**src/rtl/sfpi_pkg.sv**
```systemverilog
// package: constants and types of the serial flash pin interface
package sfpi_pkg;

  // ====================
  // clock and timing
  localparam int CLK_MHZ            = 100;
  localparam int RESET_PULSE_MIN_NS = 200;
  localparam int RESET_PULSE_MIN_CYC =
    (RESET_PULSE_MIN_NS * CLK_MHZ + 999) / 1000;
  localparam int INIT_TIME_NS       = 300000;
  localparam int INSTR_BITS         = 8;

  // ====================
  // register byte offsets
  localparam logic [7:0] OFS_CTRL     = 8'h00;
  localparam logic [7:0] OFS_TX_DATA  = 8'h04;
  localparam logic [7:0] OFS_RX_DATA  = 8'h08;
  localparam logic [7:0] OFS_INSTR    = 8'h0C;
  localparam logic [7:0] OFS_STATUS   = 8'h10;
  localparam logic [7:0] OFS_CONFIG   = 8'h14;
  localparam logic [7:0] OFS_STATE    = 8'h18;
  localparam logic [7:0] OFS_BANK     = 8'h1C;
  localparam logic [7:0] OFS_PROG_BUF = 8'h20;
  localparam logic [7:0] OFS_OP_BUSY  = 8'h24;

  // ====================
  // field positions
  localparam int SR_LOCK_BIT      = 7;
  localparam int SR_GUARD_LO      = 2;
  localparam int CR_QUAD_BIT      = 1;
  localparam int CR_FROM_TOP_BIT  = 5;
  localparam int ST_READY_BIT     = 0;
  localparam int ST_SELECTED_BIT  = 1;
  localparam int ST_HOLD_BIT      = 2;
  localparam int ST_BUSY_BIT      = 3;
  localparam int ST_ACTIVE_BIT    = 4;
  localparam int ST_REJECT_BIT    = 5;
  localparam int ST_QUAD_BIT      = 6;

  // ====================
  // reset values and masks
  localparam logic [7:0]  SR_RESET      = 8'h00;
  localparam logic [7:0]  CR_RESET      = 8'h00;
  localparam logic [7:0]  SR_VOL_MASK   = 8'h03;
  localparam logic [7:0]  CR_VOL_MASK   = 8'hC0;
  localparam logic [7:0]  BANK_RESET    = 8'h00;
  localparam logic [31:0] PROG_BUF_FILL = 32'hFFFFFFFF;
  localparam logic [31:0] TX_RESET      = 32'h00000000;

  // ====================
  // types
  typedef enum logic [2:0] {
    LM_SINGLE,
    LM_DUAL_OUT,
    LM_QUAD_OUT,
    LM_DUAL_IO,
    LM_QUAD_IO
  } sfpi_lane_t;

  typedef enum logic [1:0] {
    ST_IDLE,
    ST_INSTR,
    ST_IN,
    ST_OUT
  } sfpi_state_t;

  typedef struct packed {
    logic [5:0] in_bits;
    logic       ddr;
    sfpi_lane_t mode;
  } sfpi_ctrl_t;

  typedef struct packed {
    logic       init_n;
    logic       cs_n;
    logic       sck;
    logic [3:0] io;
  } sfpi_pins_t;

  localparam sfpi_ctrl_t CTRL_RESET =
    '{in_bits: 6'h00, ddr: 1'b0, mode: LM_SINGLE};
  localparam sfpi_pins_t PINS_IDLE =
    '{init_n: 1'b1, cs_n: 1'b1, sck: 1'b0, io: 4'hF};

endpackage

```
**src/rtl/sfpi_top.sv**
```systemverilog
// top: pin-level interface logic of a multi-lane serial flash port
//
// The address map and register access over Wishbone were left to the implementer.
`timescale 1ns/1ns
// Functional notes
// - single commands: host sends on lane 0, data returns on lane 1
// - dual/quad output: host sends on lane 0, data on 2 or 4 lanes
// - dual/quad io: both directions use 2 or 4 lanes
// - long init pulse aborts work, floats outputs, clears volatile bits
// - init also zeroes bank, fills program buffer, returns to standby
// - init equals power-up, takes init time, accepted any moment; here init keeps ctrl, tx/rx data and non-volatile bits
// - sample on rising sck; drive after falling, or every edge in ddr
// - select high: inputs ignored, outputs floating
// - select high and no embedded op is standby, else active
// - no command starts without a select falling edge after init
// - guard low with write lock set rejects status/config writes
// - quad mode frees guard pin as data lane 2
// - hold starts at pause low once sck is low, select low
// - hold ends at pause high once sck is low
// - in hold output floats, sck and input ignored, state kept
// - select high during hold resets the interface
// - pause never aborts an embedded operation
// - quad mode frees pause pin as data lane 3
// - lanes 0 and 1 are bidirectional in dual and quad commands
// - lane 0 is group lsb; groups go msb first
// - every command opens with 8 instruction bits on lane 0, rising
module sfpi_top #(
  parameter int INIT_TIME_NS = sfpi_pkg::INIT_TIME_NS
) (
  input  logic        clk_i,
  input  logic        rst_i,
  input  logic        wb_cyc_i,
  input  logic        wb_stb_i,
  input  logic        wb_we_i,
  input  logic [3:0]  wb_sel_i,
  input  logic [7:0]  wb_adr_i,
  input  logic [31:0] wb_dat_i,
  output logic [31:0] wb_dat_o,
  output logic        wb_ack_o,
  input  logic        sck_i,
  input  logic        cs_n_i,
  input  logic        hard_init_n_i,
  input  logic [3:0]  io_i,
  output logic [3:0]  io_o,
  output logic [3:0]  io_oe_n_o,
  output logic        active_power_o,
  output logic        ready_o
);

  // ====================
  // timing counts
  localparam int INIT_CYC_RAW =
    (INIT_TIME_NS * sfpi_pkg::CLK_MHZ + 999) / 1000;
  localparam int INIT_CYC = (INIT_CYC_RAW < 1) ? 1 : INIT_CYC_RAW;
  localparam logic [7:0] RP_CYC = 8'(sfpi_pkg::RESET_PULSE_MIN_CYC);

  // ====================
  // lane helpers
  function automatic logic [2:0] out_width(sfpi_pkg::sfpi_lane_t m);
    case (m)
      sfpi_pkg::LM_DUAL_OUT,
      sfpi_pkg::LM_DUAL_IO:  out_width = 3'd2;
      sfpi_pkg::LM_QUAD_OUT,
      sfpi_pkg::LM_QUAD_IO:  out_width = 3'd4;
      default:               out_width = 3'd1;
    endcase
  endfunction

  function automatic logic [2:0] in_width(sfpi_pkg::sfpi_lane_t m);
    case (m)
      sfpi_pkg::LM_DUAL_IO: in_width = 3'd2;
      sfpi_pkg::LM_QUAD_IO: in_width = 3'd4;
      default:              in_width = 3'd1;
    endcase
  endfunction

  // ====================
  // declarations
  sfpi_pkg::sfpi_pins_t  pin_meta_r;
  sfpi_pkg::sfpi_pins_t  pin_r;
  sfpi_pkg::sfpi_ctrl_t  ctrl_r;
  sfpi_pkg::sfpi_state_t state_r;
  logic        sck_prev_r;
  logic        cs_n_prev_r;
  logic [7:0]  low_cnt_r;
  logic [31:0] init_cnt_r;
  logic        hw_init;
  logic        init_go;
  logic        ready;
  logic        ready_r;
  logic        quad_en;
  logic        selected;
  logic        pause_n;
  logic        wp_n;
  logic        hold_r;
  logic        hold_nxt;
  logic        sck_rise;
  logic        sck_fall;
  logic        cs_fall;
  logic [2:0]  in_w;
  logic [2:0]  out_w;
  logic        in_ev;
  logic        drive_ev;
  logic        in_on_r;
  logic        out_on_r;
  logic [5:0]  bits_left_r;
  logic [7:0]  instr_r;
  logic [31:0] rx_r;
  logic [31:0] tx_data_r;
  logic [31:0] out_sr_r;
  logic [3:0]  io_o_r;
  logic [3:0]  io_oe_n_r;
  logic [3:0]  lane_mask;
  logic [7:0]  status_r;
  logic [7:0]  config_r;
  logic [7:0]  bank_r;
  logic [31:0] prog_buf_r;
  logic        busy_r;
  logic        reject_r;
  logic        active_r;
  logic        wb_take;
  logic        wb_wr;
  logic        reg_wr;
  logic        guard;
  logic        ack_r;
  logic [31:0] dat_r;
  logic [31:0] rd_val;
  logic [31:0] wr_val;

  // ====================
  // pin synchronisers
  always_ff @(posedge clk_i) begin
    if (rst_i) begin
      pin_meta_r  <= sfpi_pkg::PINS_IDLE;
      pin_r       <= sfpi_pkg::PINS_IDLE;
      sck_prev_r  <= 1'b0;
      cs_n_prev_r <= 1'b1;
    end else begin
      pin_meta_r  <= '{init_n: hard_init_n_i, cs_n: cs_n_i,
                       sck: sck_i, io: io_i};
      pin_r       <= pin_meta_r;
      sck_prev_r  <= pin_r.sck;
      cs_n_prev_r <= pin_r.cs_n;
    end
  end

  // ====================
  // hard init filter and init timer
  // glitches below the minimum never reach the counter limit
  assign hw_init = (low_cnt_r == RP_CYC);
  assign init_go = rst_i | hw_init;
  assign ready   = (init_cnt_r == 32'h0);

  always_ff @(posedge clk_i) begin
    if (rst_i || pin_r.init_n) begin
      low_cnt_r <= 8'h00;
    end else if (!hw_init) begin
      low_cnt_r <= low_cnt_r + 8'h01;
    end
  end

  // held low keeps reloading, so init runs on from release
  always_ff @(posedge clk_i) begin
    if (init_go) begin
      init_cnt_r <= 32'(INIT_CYC);
    end else if (!ready) begin
      init_cnt_r <= init_cnt_r - 32'h1;
    end
  end

  always_ff @(posedge clk_i) begin
    if (rst_i) begin
      ready_r <= 1'b0;
    end else begin
      ready_r <= ready & ~hw_init;
    end
  end

  // ====================
  // select, hold and clock edges
  assign quad_en  = config_r[sfpi_pkg::CR_QUAD_BIT];
  assign selected = ready & ~pin_r.cs_n;
  assign pause_n  = pin_r.io[3];
  assign wp_n     = pin_r.io[2];
  assign cs_fall  = ready & cs_n_prev_r & ~pin_r.cs_n;

  always_comb begin
    hold_nxt = hold_r;
    if (!selected || quad_en) begin
      hold_nxt = 1'b0;
    end else if (!pin_r.sck) begin
      hold_nxt = ~pause_n;
    end
  end

  always_ff @(posedge clk_i) begin
    if (rst_i) begin
      hold_r <= 1'b0;
    end else begin
      hold_r <= hold_nxt;
    end
  end

  // edges vanish in hold so no counter or shifter moves
  assign sck_rise = selected & ~hold_nxt & pin_r.sck & ~sck_prev_r;
  assign sck_fall = selected & ~hold_nxt & ~pin_r.sck & sck_prev_r;

  assign in_w  = in_width(ctrl_r.mode);
  assign out_w = out_width(ctrl_r.mode);
  // ddr input starts on the first rise after the instruction
  assign in_ev = (state_r == sfpi_pkg::ST_IN)
               & (sck_rise | (ctrl_r.ddr & in_on_r & sck_fall));
  // first output always follows a fall; ddr then uses both edges
  assign drive_ev = (state_r == sfpi_pkg::ST_OUT)
                  & (sck_fall | (ctrl_r.ddr & out_on_r & sck_rise));

  // ====================
  // command sequencer
  always_ff @(posedge clk_i) begin
    if (init_go || !selected) begin
      state_r     <= sfpi_pkg::ST_IDLE;
      bits_left_r <= 6'h00;
      in_on_r     <= 1'b0;
      out_on_r    <= 1'b0;
    end else begin
      case (state_r)
        sfpi_pkg::ST_IDLE: begin
          if (cs_fall) begin
            state_r     <= sfpi_pkg::ST_INSTR;
            bits_left_r <= 6'(sfpi_pkg::INSTR_BITS);
          end
        end
        sfpi_pkg::ST_INSTR: begin
          if (sck_rise) begin
            if (bits_left_r == 6'h01) begin
              bits_left_r <= ctrl_r.in_bits;
              if (ctrl_r.in_bits == 6'h00) begin
                state_r <= sfpi_pkg::ST_OUT;
              end else begin
                state_r <= sfpi_pkg::ST_IN;
              end
            end else begin
              bits_left_r <= bits_left_r - 6'h01;
            end
          end
        end
        sfpi_pkg::ST_IN: begin
          if (in_ev) begin
            in_on_r <= 1'b1;
            if (bits_left_r <= {3'b000, in_w}) begin
              state_r <= sfpi_pkg::ST_OUT;
            end else begin
              bits_left_r <= bits_left_r - {3'b000, in_w};
            end
          end
        end
        sfpi_pkg::ST_OUT: begin
          if (drive_ev) begin
            out_on_r <= 1'b1;
          end
        end
        default: begin
          state_r <= sfpi_pkg::ST_IDLE;
        end
      endcase
    end
  end

  // ====================
  // captured instruction and input data
  // kept after deselect so software can read the last command
  always_ff @(posedge clk_i) begin
    if (rst_i) begin
      instr_r <= 8'h00;
      rx_r    <= 32'h0;
    end else if (state_r == sfpi_pkg::ST_IDLE && cs_fall) begin
      instr_r <= 8'h00;
      rx_r    <= 32'h0;
    end else if (state_r == sfpi_pkg::ST_INSTR && sck_rise) begin
      instr_r <= {instr_r[6:0], pin_r.io[0]};
    end else if (in_ev) begin
      case (in_w)
        3'd4:    rx_r <= {rx_r[27:0], pin_r.io};
        3'd2:    rx_r <= {rx_r[29:0], pin_r.io[1:0]};
        default: rx_r <= {rx_r[30:0], pin_r.io[0]};
      endcase
    end
  end

  // ====================
  // output lanes
  // lanes 2 and 3 stay guard and pause pins unless quad is on
  always_comb begin
    case (out_w)
      3'd4:    lane_mask = quad_en ? 4'h0 : 4'hC;
      3'd2:    lane_mask = 4'hC;
      default: lane_mask = 4'hD;
    endcase
  end

  always_ff @(posedge clk_i) begin
    if (init_go) begin
      out_sr_r  <= 32'h0;
      io_o_r    <= 4'h0;
      io_oe_n_r <= 4'hF;
    end else begin
      if (state_r != sfpi_pkg::ST_OUT) begin
        out_sr_r <= tx_data_r;
      end else if (drive_ev) begin
        case (out_w)
          3'd4: begin
            io_o_r   <= out_sr_r[31:28];
            out_sr_r <= {out_sr_r[27:0], 4'h0};
          end
          3'd2: begin
            io_o_r   <= {2'b00, out_sr_r[31:30]};
            out_sr_r <= {out_sr_r[29:0], 2'b00};
          end
          default: begin
            io_o_r   <= {2'b00, out_sr_r[31], 1'b0};
            out_sr_r <= {out_sr_r[30:0], 1'b0};
          end
        endcase
      end
      if ((state_r == sfpi_pkg::ST_OUT) && (out_on_r | drive_ev)
          && selected && !hold_nxt) begin
        io_oe_n_r <= lane_mask;
      end else begin
        io_oe_n_r <= 4'hF;
      end
    end
  end

  // ====================
  // status and configuration
  assign reg_wr = wb_wr & ((wb_adr_i == sfpi_pkg::OFS_STATUS)
                         | (wb_adr_i == sfpi_pkg::OFS_CONFIG));
  assign guard  = ~quad_en & ~wp_n
                & status_r[sfpi_pkg::SR_LOCK_BIT];

  always_ff @(posedge clk_i) begin
    if (rst_i) begin
      status_r <= sfpi_pkg::SR_RESET;
      config_r <= sfpi_pkg::CR_RESET;
    end else if (hw_init) begin
      status_r <= status_r & ~sfpi_pkg::SR_VOL_MASK;
      config_r <= config_r & ~sfpi_pkg::CR_VOL_MASK;
    end else if (reg_wr && !guard) begin
      if (wb_adr_i == sfpi_pkg::OFS_STATUS) begin
        status_r <= wr_val[7:0];
      end else begin
        config_r <= wr_val[7:0];
      end
    end
  end

  // a rejection in the clearing cycle still sticks
  always_ff @(posedge clk_i) begin
    if (init_go) begin
      reject_r <= 1'b0;
    end else if (reg_wr && guard) begin
      reject_r <= 1'b1;
    end else if (wb_wr && wb_adr_i == sfpi_pkg::OFS_STATE
                 && wr_val[sfpi_pkg::ST_REJECT_BIT]) begin
      reject_r <= 1'b0;
    end
  end

  // ====================
  // bank, program buffer and embedded operation
  // pause is not looked at here, so hold cannot abort an operation
  always_ff @(posedge clk_i) begin
    if (init_go) begin
      bank_r     <= sfpi_pkg::BANK_RESET;
      prog_buf_r <= sfpi_pkg::PROG_BUF_FILL;
      busy_r     <= 1'b0;
    end else if (wb_wr) begin
      case (wb_adr_i)
        sfpi_pkg::OFS_BANK:     bank_r     <= wr_val[7:0];
        sfpi_pkg::OFS_PROG_BUF: prog_buf_r <= wr_val;
        sfpi_pkg::OFS_OP_BUSY:  busy_r     <= wr_val[0];
        default: ;
      endcase
    end
  end

  always_ff @(posedge clk_i) begin
    if (rst_i) begin
      active_r <= 1'b0;
    end else begin
      active_r <= ~pin_r.cs_n | busy_r;
    end
  end

  // ====================
  // software control
  always_ff @(posedge clk_i) begin
    if (rst_i) begin
      ctrl_r    <= sfpi_pkg::CTRL_RESET;
      tx_data_r <= sfpi_pkg::TX_RESET;
    end else if (wb_wr) begin
      case (wb_adr_i)
        sfpi_pkg::OFS_CTRL:    ctrl_r    <= sfpi_pkg::sfpi_ctrl_t'(wr_val[9:0]);
        sfpi_pkg::OFS_TX_DATA: tx_data_r <= wr_val;
        default: ;
      endcase
    end
  end

  // ====================
  // wishbone slave
  assign wb_take = wb_cyc_i & wb_stb_i & ~ack_r;
  assign wb_wr   = wb_take & wb_we_i;

  always_comb begin
    rd_val = 32'h0;
    case (wb_adr_i)
      sfpi_pkg::OFS_CTRL:     rd_val = {22'h0, ctrl_r};
      sfpi_pkg::OFS_TX_DATA:  rd_val = tx_data_r;
      sfpi_pkg::OFS_RX_DATA:  rd_val = rx_r;
      sfpi_pkg::OFS_INSTR:    rd_val = {24'h0, instr_r};
      sfpi_pkg::OFS_STATUS:   rd_val = {24'h0, status_r};
      sfpi_pkg::OFS_CONFIG:   rd_val = {24'h0, config_r};
      sfpi_pkg::OFS_BANK:     rd_val = {24'h0, bank_r};
      sfpi_pkg::OFS_PROG_BUF: rd_val = prog_buf_r;
      sfpi_pkg::OFS_OP_BUSY:  rd_val = {31'h0, busy_r};
      sfpi_pkg::OFS_STATE: begin
        rd_val[sfpi_pkg::ST_READY_BIT]    = ready;
        rd_val[sfpi_pkg::ST_SELECTED_BIT] = selected;
        rd_val[sfpi_pkg::ST_HOLD_BIT]     = hold_r;
        rd_val[sfpi_pkg::ST_BUSY_BIT]     = busy_r;
        rd_val[sfpi_pkg::ST_ACTIVE_BIT]   = active_r;
        rd_val[sfpi_pkg::ST_REJECT_BIT]   = reject_r;
        rd_val[sfpi_pkg::ST_QUAD_BIT]     = quad_en;
      end
      default: rd_val = 32'h0;
    endcase
  end

  // unselected byte lanes keep their present contents
  always_comb begin
    for (int b = 0; b < 4; b++) begin
      wr_val[8*b +: 8] = wb_sel_i[b] ? wb_dat_i[8*b +: 8]
                                     : rd_val[8*b +: 8];
    end
  end

  always_ff @(posedge clk_i) begin
    if (rst_i) begin
      ack_r <= 1'b0;
      dat_r <= 32'h0;
    end else begin
      ack_r <= wb_take;
      if (wb_take && !wb_we_i) begin
        dat_r <= rd_val;
      end
    end
  end

  // ====================
  // outputs
  assign wb_ack_o       = ack_r;
  assign wb_dat_o       = dat_r;
  assign io_o           = io_o_r;
  assign io_oe_n_o      = io_oe_n_r;
  assign active_power_o = active_r;
  assign ready_o        = ready_r;

endmodule

```
**config.mk**
```make
export PLATFORM = sky130hd
export DESIGN_NAME = sfpi_top
export DESIGN_NICKNAME = d
export VERILOG_FILES = /design/src/rtl/sfpi_pkg.sv /design/src/rtl/sfpi_top.sv
export SDC_FILE = /design/constraint.sdc
export NUM_CORES = 1
export LEC_CHECK = 0
export ABC_AREA = 0
export BUFFER_PORTS_ARGS = -buffer_cell sky130_fd_sc_hd__buf_2
export CAP_MARGIN = 20
export CORE_UTILIZATION = 45
export CTS_CLUSTER_DIAMETER = 50
export DETAILED_ROUTE_END_ITERATION = 8
export PLACE_DENSITY_LB_ADDON = 0.25
export SYNTH_ARGS = -nofsm -noshare
export SYNTH_HDL_FRONTEND = slang
export SYNTH_SLANG_ARGS = --single-unit
```
**constraint.sdc**
```tcl
create_clock -name clk_i -period 4.5 [get_ports clk_i]
set_clock_uncertainty 0.05 [all_clocks]
set_input_delay 0.675 -clock clk_i [delete_from_list [all_inputs] [get_ports clk_i]]
set_output_delay 0.675 -clock clk_i [all_outputs]
set_load 0.02 [all_outputs]
```
==> reports/qor.yml, run 1 <==
status:
  status: "finished clean"
pwr:
  intPower_w: 0.00431
  p_leak_nw: 5.61
  ir_drop_uv: 396
  pwr-share-clk_pct: 50.2
  pwr-share-comb_pct: 4.9
  p_sw_share_pct: 23.7
  power.switching_w: 0.00134
  powerDensity_mw_per_mm2: 358
  pwr-share-seq_pct: 44.9
finish:
  nets: 1762
  mostFrequentLayoutCells: "281 x dfxtp_1, 166 x nor2_1, 151 x nand2_1, 143 x a21oi_1, 97 x buf_2"
  drive_above_1_share_pct: 15.8
  final_common_cell: "dfxtp_1"
  syn_to_final_growth_pct: 13.7
  antenna_cells: 0
route:
  totalWireLength_um: 41700
  num_vias: 13000
  drc: 0
  via_per_inst: 6.15
  first_pass_iters: 6
  drt_iter0_markers: 1492
  drtAntennaViolNets: 0
  avgRoutedWirePerCell_um: 19.8
setup_path:
  crit_path_start_kind: "register"
  worstReg2RegStart: "ctrl_r[0]"
  cp-end-kind: "register"
  reg2reg_to: "bits_left_r[0]"
  arrival_ns: 3.78
  worstSetupPathType: "reg -> reg"
  worstPathRequired_ns: 4.87
  r2r_cells: 12
  critPathMaxFanout: 12
  rrSetupSlack_ns: 1.09
synth:
  async_reset_ff_share_pct: 0
  synth.top_cells.by_area: "dfxtp_1 40%, a21oi_1 5.2%, nor2_1 4.6%, nand2_1 4.1%, a22o_1 4.0%"
  syn_nets: 1730
  syn_inst: 1660
  syn_area_mm2: 0.0139
  seq_area_frac_synth_pct: 40.5
  avgSynthCellArea_um2: 8.37
  ys_ff_latch: 281
  yosysUniqueCellTypes: 78
  synth-edff-count: 0
  synth_top_area_share_pct: 40.5
  yosysWarnings: 0
  yosys.area.top_type: "dfxtp_1"
  ys.flop_type: "dfxtp_1"
cts:
  clockRootBuffer: "clkbuf_16"
  clockBufferDepth: 3
  cts_setup_buffers: 0
  clock_sinks: 281
  h-tree-depth: 2
  clk_latency_ns: 0.53
  hold_buffers: 0
  ctsResizeCount: 0
  cts_made_buffers: 36
  cts_tree: "yes"
  path_clk_slew_ns: 0.06
floorplan:
  dieArea_mm2: 0.0316
  row_count: 63
  die_y_um: 178
  coreArea_mm2: 0.0300
  die_x_um: 178
  start_util_pct: 46.3
  io_pins: 99
grt:
  grt.total_usage_pct: 26.3
  grt_pass1_wl_um: 66200
  grt_start_max_net_pins: 93
  grt_pass1_vias: 12000
  antenna_found_initial: 1
  grt-ovfl-total: 0
worst_hold_path:
  worstHoldStart: "cs_n_i"
  whs_path_depth: 2
  hold_class: "in -> reg"
  holdPathEnd: "pin_meta_r[5]"
run:
  maxCapViolCount: 0
place:
  numPortBuffers: 98
  gp_congestion: 0.979
  hpwl_um: 28200
  pre_cts_slack_ns: 1.15
sta:
  worst_slack_ns: 1.09
  setup_viol: 0
  holdWs_ns: 0.280
  rsz0062_at_grt: "false"
  clock.fmax_ghz: 0.293
  post-route-period-util_pct: 75.8
  period_minus_slack_ns: 3.41
  final-hold-violation-count: 0
  worst_pin_slew_ns: 1.05
  max_slew_margin_pct: 29.0
  setup_tns_ns: 0
  drv_slew: 0
==> cell families (layout without fill, tap and decap cells) <==
logic type               after synthesis  count (layout)  share of synthesized area, %
buffers and inverters                174             231                          5.07
AO/OA/AOI/OAI                        424             424                          21.6
adder cells (fa/ha/maj)               14              14                          1.31
XOR/XNOR                              41              41                          2.58
AND/OR/NAND/NOR                      664             664                          24.4
flip-flops                           281             281                          40.5
multiplexers                          62              62                          4.56
==> synth_stat cells (4+ instances only) <==
cell type and instances:
or2_2 15, nor3_1 44, a222oi_1 22, a32oi_1 5, nand4_1 48, mux2i_1 51, nor3b_1 4, a211oi_2 29
buf_1 15, nand3_1 72, xor2_1 24, inv_1 42, o31ai_1 10, o21ai_0 58, a31o_2 4, nor4_1 10
a311oi_1 6, nor2_1 169, a21oi_1 144, a31oi_1 10, a22o_1 64, xnor2_1 17, buf_2 5, dfxtp_1 281
or4_1 5, nand2_1 152, nand2b_1 12, nor2b_1 16, a211oi_1 32, ha_1 13, mux2_2 11, nand3b_1 37
and3_1 7, nor4b_1 6, or3_1 37, buf_4 6, o211ai_1 6, clkbuf_1 103
==> area by class of cell <==
cell class	count	area, um2
fill	2797	14200
multi-input combinational	1205	7630
sequential	281	5630
clock buffer	50	1060
timing repair buffer	126	716
tap	390	488
inverter	42	158
clock inverter	13	128
==> critical path, cell delays in order, from the launching register on <==
cell and delay (ns):
dfxtp_1 0.56, nor2b_2 0.22, and2_1 0.53, nor2_2 0.11, ha_1 0.22, inv_1 0.07
fa_1 0.20, a21oi_1 0.10, a31oi_1 0.19, nor2b_1 0.13, o31ai_2 0.50, o2111ai_1 0.22
a21oi_1 0.19
==> power by group through the flow <==
stage               logic [W]  registers [W]  clock network (W)
floorplan            0.000163        0.00260                  0
global placement     0.000271        0.00259                  0
detailed placement   0.000274        0.00259                  0
CTS                  0.000275        0.00254            0.00287
global route         0.000298        0.00254            0.00299
finish               0.000276        0.00254            0.00284
==> per-stage QoR <==
stage,cell area [um2],util (%),cells,total power [W]
6_report,15800,52.6,2107,0.00565
5_1_grt,15800,52.6,2107,0.00583
4_1_cts,15800,52.6,2107,0.00569
3_5_place_dp,14600,48.7,2044,0.00287
3_3_place_gp,14600,48.7,2044,0.00286
2_1_floorplan,13900,-,1660,0.00276
==> per-layer routing <==
layer / track usage, % / part of all wire (%) / vias to the layer above
li1: - / - / 6126
met1: 38.3 / 47 / 6193
met2: 40.1 / 44 / 558
met3: 3.62 / 7.8 / 75
met4: 7.76 / 2.2 / 0
met5: 0 / 0 / -
==> worst max path at each step <==
| stage | start | endpoint | slack (ns) | depth (start not counted) |
|---|---|---|---|---|
| after global routing | ctrl_r[0] | bits_left_r[0] | 0.92 | 12 |
| after floorplan | ctrl_r[0] | state_r[0] | 1.38 | 15 |
| final | ctrl_r[0] | bits_left_r[0] | 1.09 | 12 |
| after CTS | ctrl_r[0] | bits_left_r[0] | 1.23 | 12 |
| after detailed placement | wb_adr_i[4] | status_r[6] | 1.15 | 7 |
| after global placement | ctrl_r[0] | state_r[0] | 1.28 | 10 |
==> state kept, by name, summed over array words and instances (netlist names), 3 cells and up <==
name and cells:
init_cnt_r 32, out_sr_r 32, prog_buf_r 32, rx_r 32, tx_data_r 32, wb_dat_o 32, ctrl_r 10, bank_r 8
config_r 8, instr_r 8, low_cnt_r 8, status_r 8, pin_meta_r 7, bits_left_r 6, pin_r 6, io_o 4
io_oe_n_o 3
Power figures use the tool's default switching activity.
==> inputs of run 2 (changes only) <==
==> constraint.sdc (replaced) <==
create_clock -name clk_i -period 2.9 [get_ports clk_i]
set_clock_uncertainty 0.05 [all_clocks]
set_input_delay 0.435 -clock clk_i [delete_from_list [all_inputs] [get_ports clk_i]]
set_output_delay 0.435 -clock clk_i [all_outputs]
set_load 0.02 [all_outputs]
==> run 2 against run 1 <==
  * Clock power rose by 64%
  * Largest power group unchanged
  * Die area unchanged
  * Register-to-register slack worse by 0.95 ns
  * Critical endpoint is now rx_r[14]
  * Worst setup slack lost 0.95 ns
  * First-iteration DRC count fell by 13%
  * Hold slack lost 0.23 ns
  * Total power rose by 60%
==> reports/qor.yml, run 2 (synthesis gave the netlist of run 1 again) <==
status:
  status: "finished clean"
run:
  maxCapViolCount: 0  # unchanged
sta:
  rsz0062_at_grt: "false"
  drv_slew: 0  # unchanged
  setup_tns_ns: 0  # unchanged
  post-route-period-util_pct: 95.1  # +19 points
  period_minus_slack_ns: 2.76  # -0.652 ns
  final-hold-violation-count: 0  # unchanged
  clock.fmax_ghz: 0.363  # +24%
  setup_viol: 0  # unchanged
  worst_pin_slew_ns: 0.723  # -0.328 ns
  max_slew_margin_pct: 51.4  # +22 points
cts:
  clockRootBuffer: "clkbuf_16"
  clk_latency_ns: 0.52  # about the same
  cts_tree: "yes"
  hold_buffers: 0  # unchanged
  cts_made_buffers: 37  # +2.8%
  clockBufferDepth: 3  # unchanged
  path_clk_slew_ns: 0.06  # about the same
  h-tree-depth: 2  # unchanged
  clock_sinks: 281  # unchanged
route:
  first_pass_iters: 9  # +3
  avgRoutedWirePerCell_um: 19.7  # -0.68%
  met1_length_um: 18900  # -2.8%
  drc: 0  # unchanged
  wl_met3_um: 3710  # +14%
  drt_iter0_markers: 1304  # -13%
  via_per_inst: 6.03  # -1.9%
  num_vias: 13000  # +0.39%
  met2_length_um: 18700  # +3.0%
  drtAntennaViolNets: 0  # unchanged
  highest_layer: "met5"
  totalWireLength_um: 42400  # +1.6%
finish:
  mostFrequentLayoutCells: "281 x dfxtp_1, 166 x nor2_1, 151 x nand2_1, 143 x a21oi_1, 97 x buf_2"
  stdcell_count: 2156  # +2.3%
  syn_to_final_growth_pct: 17.6
  antenna_cells: 0  # unchanged
  nFillCells: 2724  # -2.6%
  drive_above_1_share_pct: 18.3  # +2.6 points
  nets: 1807  # +2.6%
  final_common_cell: "dfxtp_1"
setup_path:
  crit_path_start_kind: "register"
  worstPathRequired_ns: 3.29  # -1.58 ns
  arrival_ns: 3.15  # -0.63 ns
  critPathMaxFanout: 63  # +51
  rrSetupSlack_ns: 0.14  # -0.95 ns
  cp-end-kind: "register"
  worstSetupPathType: "reg -> reg"
grt:
  grt.total_usage_pct: 26.9  # +0.56 points
  grt_pass1_wl_um: 67300  # +1.6%
  antenna_found_initial: 1  # unchanged
  grt_start_max_net_pins: 99  # +6.5%
  grt-ovfl-total: 0  # unchanged
  grt_pass1_vias: 12200  # +1.8%
pwr:
  pwr-share-comb_pct: 5.1  # +0.2 points
  ir_drop_uv: 339  # -14%
  power.switching_w: 0.00213  # +59%
  pwr-share-seq_pct: 43.5  # -1.4 points
  p_sw_share_pct: 23.5  # -0.19 points
  pwr-share-clk_pct: 51.5  # +1.3 points
  powerDensity_mw_per_mm2: 554  # +55%
  intPower_w: 0.00693  # +61%
  p_leak_nw: 5.90  # +5.2%
floorplan:
  io_pins: 99  # unchanged
  start_util_pct: 46.3  # unchanged
  dieArea_mm2: 0.0316  # unchanged
  die_y_um: 178  # unchanged
  coreArea_mm2: 0.0300  # unchanged
  die_x_um: 178  # unchanged
  row_count: 63  # unchanged
place:
  dp.cells: 2088  # +2.2%
  gp_congestion: 0.945  # -3.5%
  numPortBuffers: 98  # unchanged
  hpwl_um: 28900  # +2.6%
worst_hold_path:
  hold_class: "in -> reg"
-- run 2: critical path, stage by stage, from the launching register on --
cell and delay, ns:
dfxtp_1 0.37, nor4_4 0.45, nand3_2 0.23, or4_4 0.59, nor4b_4 0.29, buf_12 0.31, nor2_1 0.10, a211oi_2 0.22
-- run 2: power groups by stage --
stage | Sequential [W] | Combinational [W] | Clock (W)
final | 0.00394 | 0.000458 | 0.00466
after global routing | 0.00394 | 0.000493 | 0.00490
after CTS | 0.00394 | 0.000453 | 0.00473
after detailed placement | 0.00402 | 0.000452 | 0
after global placement | 0.00402 | 0.000449 | 0
after floorplan | 0.00404 | 0.000253 | 0
-- run 2: repair_timing --
action | CTS | global route
buffers inserted | 0 | 0
endpoints found under the hold margin | 0 | 0
resized for setup | 0 | 3
endpoints found under the setup margin | 0 | 43
-- run 2: area by class of cell --
type / count / area (um2) / share of cell area, %
Multi-Input combinational cell: 1205 / 7660 / 46.8
Sequential cell: 281 / 5630 / 34.4
Timing Repair Buffer: 170 / 1160 / 7.09
Clock buffer: 49 / 1060 / 6.50
Tap cell: 390 / 488 / 2.98
Clock inverter: 19 / 199 / 1.22
Inverter: 42 / 158 / 0.964
-- run 2: stage by stage --
step	utilization (%)	area, um2	hold slack [ns]	power (W)	setup slack (ns)
after floorplan	-	13900	0.339	0.00429	0.0148
after global placement	50.2	15100	0.344	0.00447	0.187
after detailed placement	50.2	15100	0.342	0.00447	0.142
after CTS	54.4	16300	0.0345	0.00912	0.120
after global routing	54.4	16300	0.0422	0.00933	0.0149
final	54.4	16300	0.0462	0.00906	0.143
-- run 2: final timing paths --
check	from	end	cells after the start
worst min-delay path	hard_init_n_i	pin_meta_r[6]	2
worst max-delay path	init_cnt_r[4]	rx_r[14]	7
worst min register to register	pin_meta_r[3]	pause_n	1
worst max register to register	init_cnt_r[4]	rx_r[14]	7
-- run 2: layer usage --
layer / vias to the layer above / global-route usage [%]
met3: 72 / 6.56
li1: 6233 / -
met1: 6188 / 36.5
met5: - / 0
met2: 508 / 41.7
met4: 2 / 8.55
==> inputs of run 3 (changes only) <==
--- a/config.mk
+++ b/config.mk
@@ -8,7 +8,7 @@
 export ABC_AREA = 0
 export BUFFER_PORTS_ARGS = -buffer_cell sky130_fd_sc_hd__buf_2
 export CAP_MARGIN = 20
-export CORE_UTILIZATION = 45
+export CORE_UTILIZATION = 35
 export CTS_CLUSTER_DIAMETER = 50
 export DETAILED_ROUTE_END_ITERATION = 8
 export PLACE_DENSITY_LB_ADDON = 0.25
==> run 3 against run 2 <==
  * Register-to-register slack better by 0.03 ns
  * Wire length is 2.3% higher
  * First-iteration DRC count is 5.4% lower
  * Final cell count is 6.1% higher
  * Worst setup slack better by 0.028 ns
  * Highest routed layer is now met4
  * Via count is 0.67% lower
  * Global-route usage is 5.9 points lower
  * Combinational power is 0.9% higher
  * Critical path depth is 4 higher
  * Cell area is 0.93% higher
  * Critical endpoint is now state_r[0]
  * Sequential share of layout area is 0.32 points lower
==> reports/qor.yml, run 3 (synthesis gave the netlist of run 1 again) <==
setup_path:
  path_cells: "nor2b_2 > and2_2 > buf_8 > inv_1 > fa_1 > a21oi_1 > a31oi_1 > nor2b_2 > a41o_1 > a31oi_1 > nor3_1"
  critPathMaxFanout: 17  # -73%
  worstPathRequired_ns: 3.30  # about the same
  slowest_stage: "fa_1"
  worstSetupPathType: "reg -> reg"
  crit_path_start_kind: "register"
  max_stage_delay_ns: 0.44  # -0.15 ns
  cp-end-kind: "register"
  arrival_ns: 3.12  # -0.03 ns
  r2r_cells: 11  # +4
pwr:
  powerDensity_mw_per_mm2: 542  # -2.2%
  p_leak_nw: 5.90  # about the same
  ir_drop_uv: 343  # +1.0%
floorplan:
  die_x_um: 201  # +13%
  start_util_pct: 35.7  # -11 points
  coreArea_mm2: 0.0389  # +30%
  row_count: 72  # +14%
  die_y_um: 201  # +13%
  dieArea_mm2: 0.0405  # +28%
  io_pins: 99  # unchanged
sta:
  worst_pin_slew_ns: 0.719  # -0.00398 ns
  setup_viol: 0  # unchanged
  max_slew_margin_pct: 51.6  # +0.19 points
  drv_slew: 0  # unchanged
  clock.fmax_ghz: 0.366  # +1.0%
  final-hold-violation-count: 0  # unchanged
  post-route-period-util_pct: 94.1  # -0.98 points
  period_minus_slack_ns: 2.73  # -0.0285 ns
  setup_tns_ns: 0  # unchanged
cts:
  path_clk_slew_ns: 0.06  # about the same
  cts_made_buffers: 37  # unchanged
  cts_setup_buffers: 0  # unchanged
  clock_sinks: 281  # unchanged
  h-tree-depth: 2  # unchanged
  clk_latency_ns: 0.53  # about the same
  ctsResizeCount: 0  # unchanged
  clockRootBuffer: "clkbuf_16"
  cts_tree: "yes"
  clockBufferDepth: 3  # unchanged
  hold_buffers: 0  # unchanged
grt:
  grt-ovfl-total: 0  # unchanged
  grt_pass1_vias: 12200  # +0.45%
  grt_start_max_net_pins: 73  # -26%
  grt_pass1_wl_um: 68700  # +2.1%
  antenna_found_initial: 1  # unchanged
  grt.total_usage_pct: 21.0  # -5.9 points
finish:
  final_common_cell: "dfxtp_1"
  nets: 1814  # +0.39%
  stdcell_count: 2287  # +6.1%
  syn_to_final_growth_pct: 18.7
  drive_above_1_share_pct: 18.5  # +0.20 points
  antenna_cells: 0  # unchanged
  mostFrequentLayoutCells: "281 x dfxtp_1, 166 x nor2_1, 151 x nand2_1, 143 x a21oi_1, 97 x buf_2"
worst_hold_path:
  whs_path_depth: 2  # unchanged
  hold_class: "in -> reg"
route:
  num_vias: 12900  # -0.67%
  via_per_inst: 5.65  # -6.4%
  drc: 0  # unchanged
  first_pass_iters: 6  # -3
  drtAntennaViolNets: 0  # unchanged
  drt_iter0_markers: 1234  # -5.4%
  totalWireLength_um: 43300  # +2.3%
  avgRoutedWirePerCell_um: 19.0  # -3.6%
place:
  gp_congestion: 0.888  # -6.0%
  numPortBuffers: 98  # unchanged
  dp.cells: 2223  # +6.5%
  hpwl_um: 30600  # +5.7%
run:
  maxCapViolCount: 0  # unchanged
status:
  status: "finished clean"
[run 3: changes by cell type in the layout (fill, tap and decap cells not counted), moves of 2 or more]
cell,delta
clkinvlp_4,+4
inv_6,-2
clkbuf_8,-2
clkinv_4,-2
buf_4,+7
[run 3: report_power, final]
part	leakage, nW	internal [W]	switching (W)
sequential	2.27	0.00390	0.0000334
clock	0.585	0.00275	0.00179
combinational	3.04	0.000157	0.000305
total	5.90	0.00681	0.00213
[run 3: path summary, 6_finish.rpt]
kind	start	to	slack, ns
hold / removal	hard_init_n_i	pin_meta_r[6]	0.04
setup reg to reg	ctrl_r[0]	state_r[0]	0.17
setup / recovery	ctrl_r[0]	state_r[0]	0.17
hold reg to reg	pin_meta_r[0]	pin_r[0]	0.36
[run 3: area by class of cell]
type,instances,area (um2)
Clock inverter,19,205
Multi-Input combinational cell,1205,7650
Fill cell,3978,22400
Timing Repair Buffer,177,1210
Inverter,42,158
Tap cell,518,648
Clock buffer,45,1010
Sequential cell,281,5630
[run 3: per-stage QoR]
stage | total power (W) | area [um2] | setup slack (ns) | utilization (%) | hold slack [ns]
detailed placement | 0.00448 | 15300 | 0.109 | 39.2 | 0.343
CTS | 0.00905 | 16500 | 0.135 | 42.3 | 0.0218
global placement | 0.00448 | 15300 | 0.153 | 39.2 | 0.345
floorplan | 0.00429 | 13900 | 0.0148 | - | 0.339
finish | 0.00894 | 16500 | 0.171 | 42.4 | 0.0353
global route | 0.00926 | 16500 | -0.00550 | 42.4 | 0.0305
[run 3: per-layer routing]
| layer | vias up | share of wire (%) | GRT usage, % |
|---|---|---|---|
| li1 | 6228 | - | - |
| met1 | 6219 | 47 | 29.7 |
| met2 | 396 | 45 | 32.8 |
| met3 | 73 | 5.7 | 3.22 |
| met4 | 0 | 2.6 | 6.36 |
| met5 | - | 0 | 0 |
[run 3: worst max-delay path: cells and delay by family, from the launching register on]
kind,cells,cell delay [ns]
buffers and inverters,2,0.26
AND/OR/NAND/NOR,4,0.85
AO/OA/AOI/OAI,4,0.63
adder cells (fa/ha/maj),1,0.44
flip-flops,1,0.41
